[config.mk]
export PLATFORM = sky130hd
export DESIGN_NAME = alu_unit
export DESIGN_NICKNAME = d
export VERILOG_FILES = /design/src/alu_unit_pkg.sv /design/src/restoring_divider.sv /design/src/alu_unit.sv
export VERILOG_INCLUDE_DIRS = /design/src
export SDC_FILE = /design/constraint.sdc
export NUM_CORES = 1
export LEC_CHECK = 0
export BUFFER_PORTS_ARGS = -buffer_cell sky130_fd_sc_hd__buf_2
export CORE_UTILIZATION = 29
export DETAILED_ROUTE_END_ITERATION = 8
export GPL_ROUTABILITY_DRIVEN = 0
export PLACE_DENSITY = 0.59
export SLEW_MARGIN = 10
export SYNTH_ARGS = -nofsm -noshare
export SYNTH_HDL_FRONTEND = slang
export SYNTH_SLANG_ARGS = --single-unit
[constraint.sdc]
create_clock -name ref_clk_i -period 2.79 [get_ports ref_clk_i]
set_input_delay 0.279 -clock ref_clk_i [delete_from_list [all_inputs] [get_ports ref_clk_i]]
set_output_delay 0.279 -clock ref_clk_i [all_outputs]
set_load 0.01 [all_outputs]
[src/alu_unit_defines.svh]
// Constants for the divide, increment/decrement and AND execution unit
// Notes on behaviour
// - Single divide: quotient to dest, remainder next
// - Single divide operands are unsigned 16-bit
// - Zero divisor: no execution, output off, error
// - Error flag sticky until program clears it
// - Index destination keeps quotient, drops remainder, except on double divide quotient overflow
// - Double divide: 32-bit dividend by 16-bit divisor
// - Quotient overflow: max quotient, zero remainder, error
// - Divides treat all data as unsigned
// - Increment adds one, writes back same word
// - Increment wraps, no saturation
// - Decrement subtracts one, writes back same word
// - Decrement wraps, no saturation
// - AND combines sources bitwise into destination
`ifndef ALU_UNIT_DEFINES_SVH
`define ALU_UNIT_DEFINES_SVH
`define WORD_W        16
`define DBL_W         32
`define QUOT_MAX      16'hFFFF
`define WORD_ZERO     16'h0000
`define WORD_ONE      16'h0001
`define DIV_STEPS     6'h20
`define STEP_ZERO     6'h00
`define STEP_ONE      6'h01
`endif

[src/alu_unit_pkg.sv]
// Types for the execution unit
package alu_unit_pkg;
  typedef enum logic [2:0] {
    OP_UDIV = 3'h0,
    OP_DDIV = 3'h1,
    OP_INC  = 3'h2,
    OP_DEC  = 3'h3,
    OP_AND  = 3'h4
  } alu_op_t;
  typedef enum logic [1:0] {
    ST_IDLE = 2'h0,
    ST_DIV  = 2'h1,
    ST_DONE = 2'h2
  } alu_state_t;
endpackage : alu_unit_pkg

[src/restoring_divider.sv]
// Sequential unsigned restoring divider, 32-bit dividend by 16-bit divisor
`timescale 1ns/10ps
`default_nettype none
`include "alu_unit_defines.svh"
module restoring_divider (
  input  wire logic                ref_clk_i,
  input  wire logic                rst_i,
  input  wire logic                start_i,
  input  wire logic [`DBL_W-1:0]   dividend_i,
  input  wire logic [`WORD_W-1:0]  divisor_i,
  output logic                     busy_o,
  output logic [`DBL_W-1:0]        quot_o,
  output logic [`WORD_W-1:0]       rem_o
);
  logic [`DBL_W-1:0]   quot_r,  quot_nxt;
  logic [`WORD_W:0]    rem_r,   rem_nxt;
  logic [`WORD_W-1:0]  dvs_r,   dvs_nxt;
  logic [5:0]          cnt_r,   cnt_nxt;
  logic [`WORD_W:0]    trial;

  // One quotient bit per cycle, unsigned throughout
  always_comb begin
    quot_nxt = quot_r;
    rem_nxt  = rem_r;
    dvs_nxt  = dvs_r;
    cnt_nxt  = cnt_r;
    trial    = {rem_r[`WORD_W-1:0], quot_r[`DBL_W-1]};
    if (start_i && cnt_r == `STEP_ZERO) begin
      quot_nxt = dividend_i;
      rem_nxt  = '0;
      dvs_nxt  = divisor_i;
      cnt_nxt  = `DIV_STEPS;
    end else if (cnt_r != `STEP_ZERO) begin
      if (trial >= {1'b0, dvs_r}) begin
        rem_nxt  = trial - {1'b0, dvs_r};
        quot_nxt = {quot_r[`DBL_W-2:0], 1'b1};
      end else begin
        rem_nxt  = trial;
        quot_nxt = {quot_r[`DBL_W-2:0], 1'b0};
      end
      cnt_nxt = cnt_r - `STEP_ONE;
    end
  end

  // State registers
  always_ff @(posedge ref_clk_i) begin
    if (rst_i) begin
      quot_r <= '0;
      rem_r  <= '0;
      dvs_r  <= '0;
      cnt_r  <= `STEP_ZERO;
    end else begin
      quot_r <= quot_nxt;
      rem_r  <= rem_nxt;
      dvs_r  <= dvs_nxt;
      cnt_r  <= cnt_nxt;
    end
  end

  assign busy_o = (cnt_r != `STEP_ZERO);
  assign quot_o = quot_r;
  assign rem_o  = rem_r[`WORD_W-1:0];
endmodule : restoring_divider
`default_nettype wire

[src/alu_unit.sv]
// Execution unit: unsigned divides, increment, decrement and bitwise AND
`timescale 1ns/10ps
`default_nettype none
`include "alu_unit_defines.svh"
module alu_unit
  import alu_unit_pkg::*;
(
  input  wire logic                ref_clk_i,
  input  wire logic                rst_i,
  input  wire logic                enable_i,
  input  wire alu_op_t             op_i,
  input  wire logic [`WORD_W-1:0]  src_a_i,
  input  wire logic [`WORD_W-1:0]  src_a_hi_i,
  input  wire logic [`WORD_W-1:0]  src_b_i,
  input  wire logic                dest_is_index_i,
  input  wire logic                error_clear_i,
  output logic                     done_o,
  output logic                     output_on_o,
  output logic                     wr_lo_o,
  output logic [`WORD_W-1:0]       res_lo_o,
  output logic                     wr_hi_o,
  output logic [`WORD_W-1:0]       res_hi_o,
  output logic                     instruction_error_flag_o
);
  alu_state_t          state_r,  state_nxt;
  logic                done_r,   done_nxt;
  logic                out_r,    out_nxt;
  logic                wlo_r,    wlo_nxt;
  logic                whi_r,    whi_nxt;
  logic [`WORD_W-1:0]  lo_r,     lo_nxt;
  logic [`WORD_W-1:0]  hi_r,     hi_nxt;
  logic                err_r,    err_nxt;
  logic                dbl_r,    dbl_nxt;
  logic                idx_r,    idx_nxt;
  logic                div_start;
  logic                div_busy;
  logic [`DBL_W-1:0]   div_quot;
  logic [`WORD_W-1:0]  div_rem;
  logic [`DBL_W-1:0]   div_dividend;
  logic                err_set;

  // Dividend: double width joins high and low words
  assign div_dividend = (op_i == OP_DDIV) ? {src_a_hi_i, src_a_i}
                                          : {`WORD_ZERO, src_a_i};

  restoring_divider u_div (
    .ref_clk_i  (ref_clk_i),
    .rst_i      (rst_i),
    .start_i    (div_start),
    .dividend_i (div_dividend),
    .divisor_i  (src_b_i),
    .busy_o     (div_busy),
    .quot_o     (div_quot),
    .rem_o      (div_rem)
  );

  // Sequencer and result formation
  always_comb begin
    state_nxt = state_r;
    done_nxt  = 1'b0;
    out_nxt   = 1'b0;
    wlo_nxt   = 1'b0;
    whi_nxt   = 1'b0;
    lo_nxt    = lo_r;
    hi_nxt    = hi_r;
    dbl_nxt   = dbl_r;
    idx_nxt   = idx_r;
    div_start = 1'b0;
    err_set   = 1'b0;
    case (state_r)
      ST_IDLE: begin
        if (enable_i) begin
          case (op_i)
            OP_UDIV, OP_DDIV: begin
              if (src_b_i == `WORD_ZERO) begin
                done_nxt = 1'b1;
                err_set  = 1'b1;
              end else begin
                div_start = 1'b1;
                dbl_nxt   = (op_i == OP_DDIV);
                idx_nxt   = dest_is_index_i;
                state_nxt = ST_DIV;
              end
            end
            OP_INC: begin
              lo_nxt   = src_a_i + `WORD_ONE;
              wlo_nxt  = 1'b1;
              out_nxt  = 1'b1;
              done_nxt = 1'b1;
            end
            OP_DEC: begin
              lo_nxt   = src_a_i - `WORD_ONE;
              wlo_nxt  = 1'b1;
              out_nxt  = 1'b1;
              done_nxt = 1'b1;
            end
            OP_AND: begin
              lo_nxt   = src_a_i & src_b_i;
              wlo_nxt  = 1'b1;
              out_nxt  = 1'b1;
              done_nxt = 1'b1;
            end
            default: begin
              done_nxt = 1'b1;
            end
          endcase
        end
      end
      ST_DIV: begin
        if (!div_busy) begin
          state_nxt = ST_DONE;
        end
      end
      ST_DONE: begin
        out_nxt   = 1'b1;
        done_nxt  = 1'b1;
        wlo_nxt   = 1'b1;
        state_nxt = ST_IDLE;
        if (dbl_r && div_quot[`DBL_W-1:`WORD_W] != `WORD_ZERO) begin
          lo_nxt  = `QUOT_MAX;
          hi_nxt  = `WORD_ZERO;
          whi_nxt = 1'b1;
          err_set = 1'b1;
        end else begin
          lo_nxt  = div_quot[`WORD_W-1:0];
          hi_nxt  = div_rem;
          whi_nxt = !idx_r;
        end
      end
      default: begin
        state_nxt = ST_IDLE;
      end
    endcase
    // Sticky error: set wins over program clear
    err_nxt = err_set ? 1'b1 : (error_clear_i ? 1'b0 : err_r);
  end

  // State registers
  always_ff @(posedge ref_clk_i) begin
    if (rst_i) begin
      state_r <= ST_IDLE;
      done_r  <= 1'b0;
      out_r   <= 1'b0;
      wlo_r   <= 1'b0;
      whi_r   <= 1'b0;
      lo_r    <= `WORD_ZERO;
      hi_r    <= `WORD_ZERO;
      err_r   <= 1'b0;
      dbl_r   <= 1'b0;
      idx_r   <= 1'b0;
    end else begin
      state_r <= state_nxt;
      done_r  <= done_nxt;
      out_r   <= out_nxt;
      wlo_r   <= wlo_nxt;
      whi_r   <= whi_nxt;
      lo_r    <= lo_nxt;
      hi_r    <= hi_nxt;
      err_r   <= err_nxt;
      dbl_r   <= dbl_nxt;
      idx_r   <= idx_nxt;
    end
  end

  assign done_o                   = done_r;
  assign output_on_o              = out_r;
  assign wr_lo_o                  = wlo_r;
  assign wr_hi_o                  = whi_r;
  assign res_lo_o                 = lo_r;
  assign res_hi_o                 = hi_r;
  assign instruction_error_flag_o = err_r;
endmodule : alu_unit
`default_nettype wire

==> run metrics <==
WL per Instance=17.1 um; Ports=93; Max Buffers Root-to-Sink=2; clk_skew=0.00892 ns; minimum clock period=2.49 ns; top-count cell post-synth=nand2_1; num rows=54; Cell Chain, Critical Path=buf_2, nor2b_1, and2_2, ha_1, a2111oi_0, o21ai_0, a41oi_1, o21ai_0, a221oi_1, o311ai_1; Seq pwr share=31.0%; Post-Layout Cell Count=1213; leakage dissipation=0.00295 uW; sequential share of the synthesized area=34.0%; Net Switching=3250 uW; share of the synthesized area in the top cell type=34.0%; Primary FF master, synth=dfxtp_1; synthesized instance count=848; postcts setup bufs=0; Required @ worst endpoint=3.03 ns; root buffer selected by CTS=clkbuf_16; first-pass GRT wire length=33000 um; status=finished clean; largest net degree at the start of global routing=45; gr ovfl total=0; crit path max fanout=8; post-synthesis net count=937; fmax=0.402 GHz; Crit-path slowest cell=a41oi_1; post-route cell area=0.00761 mm^2; Cells on Worst Hold Path=3; detailed router's first-iteration violation count=536; share of layout cells above drive strength 1=16.4%; critical path's largest stage delay=0.43 ns; Die W=152 um; post-DP HPWL=15300 um; Die Footprint=0.0230 mm^2; Post-synth EDFFs=0; placed cell areas=0.00731 mm^2; Final TNS setup=0 ns; Synth Cell Area=0.00648 mm^2; initial antenna violation count=0; Clk pwr share=18.0%; post-cts repair resize count=0; hold_buf cts=0; Max H-tree Level=3; YS warnings=0; Multi-input gate area=0.00394 mm^2; CTS tree=done; input/output buffers=92; fin nets=1018; Yosys top cell by area=dfxtp_1; Crit. End Element=register; VDD IR max=428 uV; Synth area leaders=dfxtp_1 34%, nand2_1 8.0%, a21oi_1 6.5%; initial core utilization=29.6%; kind of critical path=in2reg; FILL cells=2375; switching part of the total=43.6%; final-report hold violation count=0; synth cell count leaders=139 x nand2_1, 110 x dfxtp_1, 84 x a21oi_1; register bit total from synthesis=110; vias in the first global route=6086; GRT Overall Usage=18.7%; drt first pass iters=6; Hold Startpoint=dest_is_index_i; clock insertion delay at the later pin of the skew report=0.36 ns; RSZ-0062 raised after global routing=no; DR vias=6610; min-delay worst type=in2reg; PnR Total Power=7450 uW; Inst Count DP=1198; Final period util=89.2%; drt drc=0; DRT antenna net count=0; CTS Buf Count=9; CP arrival=2.73 ns; R2R Setup Slk=0.32 ns; Sink Count=110; Reg-to-Reg End=u_div.rem_r[14]$_SDFFE_PP0P_; max-cap viol count=0; combinational share of power=51.0%; CORE AREA=0.0219 mm^2; Rel. slew slack=50.5%; Reg2Reg Depth=9; max-slew violations=0; FF-to-FF Start=u_div.quot_o[31]$_SDFFE_PP0P_; Total Wirelength=20800 um; Slew @ Worst Pin=0.740 ns; Die Y=152 um; CP dominant cell by count=o21ai_0; final count of negative-setup-slack endpoints=0; area grow syn2layout=17.3%; Power Density=979 mW/mm^2; CP Launch Type=input pin; Internal=4200 uW; Yosys cell types=68; WHS Endpoint=idx_r$_SDFFE_PP0P_; synthesized area per cell=7.65 um^2; Reg area=0.00220 mm^2; post-synthesis async set-or-reset flop share=0%; Vias/cell=5.45; clock transition at the registers of the reported paths=0.08 ns; ant diodes=0
-- registers in the layout (all words and copies together), names as in the netlist --
register,flops
res_hi_o,16
u_div.rem_r,16
u_div.dvs_r,16
idx_r,1
u_div.quot_o,32
dbl_r,1
wr_hi_o,1
instruction_error_flag_o,1
u_div.cnt_r,6
state_r,2
res_lo_o,16
wr_lo_o,1
done_o,1
-- layout by cell type, fill, tap and decap left out, drive strengths merged, types with 7 or more instances in the layout --
cell type	Yosys	layout
clkbuf	38	9
nor4	14	14
and2	7	7
nand3	55	55
mux2i	7	7
o21a	11	11
a211oi	7	7
a21oi	84	84
a21o	9	9
buf	18	126
dfxtp	110	110
nand4	7	7
nor2	66	66
o22ai	7	7
nand2b	7	7
xor2	12	12
o21ai	39	39
xnor2	10	10
ha	31	31
nand2	139	139
a311oi	32	32
nor3	20	20
inv	24	26
a31oi	16	16
-- power by group through the flow --
stage | registers [uW] | logic, uW | clock network [uW]
final | 2310 | 3800 | 1340
after global routing | 2370 | 4210 | 1430
after CTS | 2300 | 3760 | 1370
after detailed placement | 2330 | 3750 | 0
after global placement | 2340 | 3730 | 0
after floorplan | 2240 | 2830 | 0
-- worst max-delay path by stage --
stage	startpoint	end
after CTS	u_div.quot_o[31]$_SDFFE_PP0P_	u_div.rem_r[14]$_SDFFE_PP0P_
after global placement	op_i[1]	res_lo_o[8]$_SDFFE_PP0P_
after global routing	u_div.quot_o[31]$_SDFFE_PP0P_	u_div.rem_r[14]$_SDFFE_PP0P_
after detailed placement	op_i[1]	res_lo_o[13]$_SDFFE_PP0P_
final	op_i[1]	res_lo_o[13]$_SDFFE_PP0P_
after floorplan	op_i[0]	res_lo_o[13]$_SDFFE_PP0P_
-- worst max-delay path, delay by kind of cell --
kind | cells | cell delay [ns]
adder cells (fa/ha/maj) | 1 | 0.30
buffers and inverters | 1 | 0.08
AND/OR/NAND/NOR | 2 | 0.49
AO/OA/AOI/OAI | 6 | 1.57
-- cell families (layout without fill, tap and decap cells) --
family | after synthesis | after routing | synth area share (%)
AO/OA/AOI/OAI | 247 | 247 | 24.7
buffers and inverters | 80 | 165 | 5.40
multiplexers | 8 | 8 | 1.25
flip-flops | 110 | 110 | 34.0
adder cells (fa/ha/maj) | 33 | 33 | 6.60
AND/OR/NAND/NOR | 348 | 348 | 25.1
XOR/XNOR | 22 | 22 | 2.97
-- metal layers --
layer	vias to the layer above	routed length, um	track usage [%]
li1	3253	-	-
met1	3114	9760	25.8
met2	217	9310	29.6
met3	26	1210	2.84
met4	0	512	6.44
met5	-	0	0
-- stage by stage --
stage	worst slack, ns	hold slack (ns)	util, %
4_1_cts	0.338	0.168	34.7
5_1_grt	0.145	0.185	34.7
3_5_place_dp	-0.0117	0.446	33.4
6_report	0.301	0.173	34.7
2_1_floorplan	0.0636	0.415	-
3_3_place_gp	0.0388	0.442	33.4
-- layout make-up --
type,count,share of cell area (%)
Clock buffer,9,2.96
Clock inverter,6,0.921
Tap cell,280,4.61
Sequential cell,110,29.0
Timing Repair Buffer,126,9.57
Multi-Input combinational cell,658,51.8
Inverter,24,1.18
Note: power is estimated with default switching activity, not from simulation.
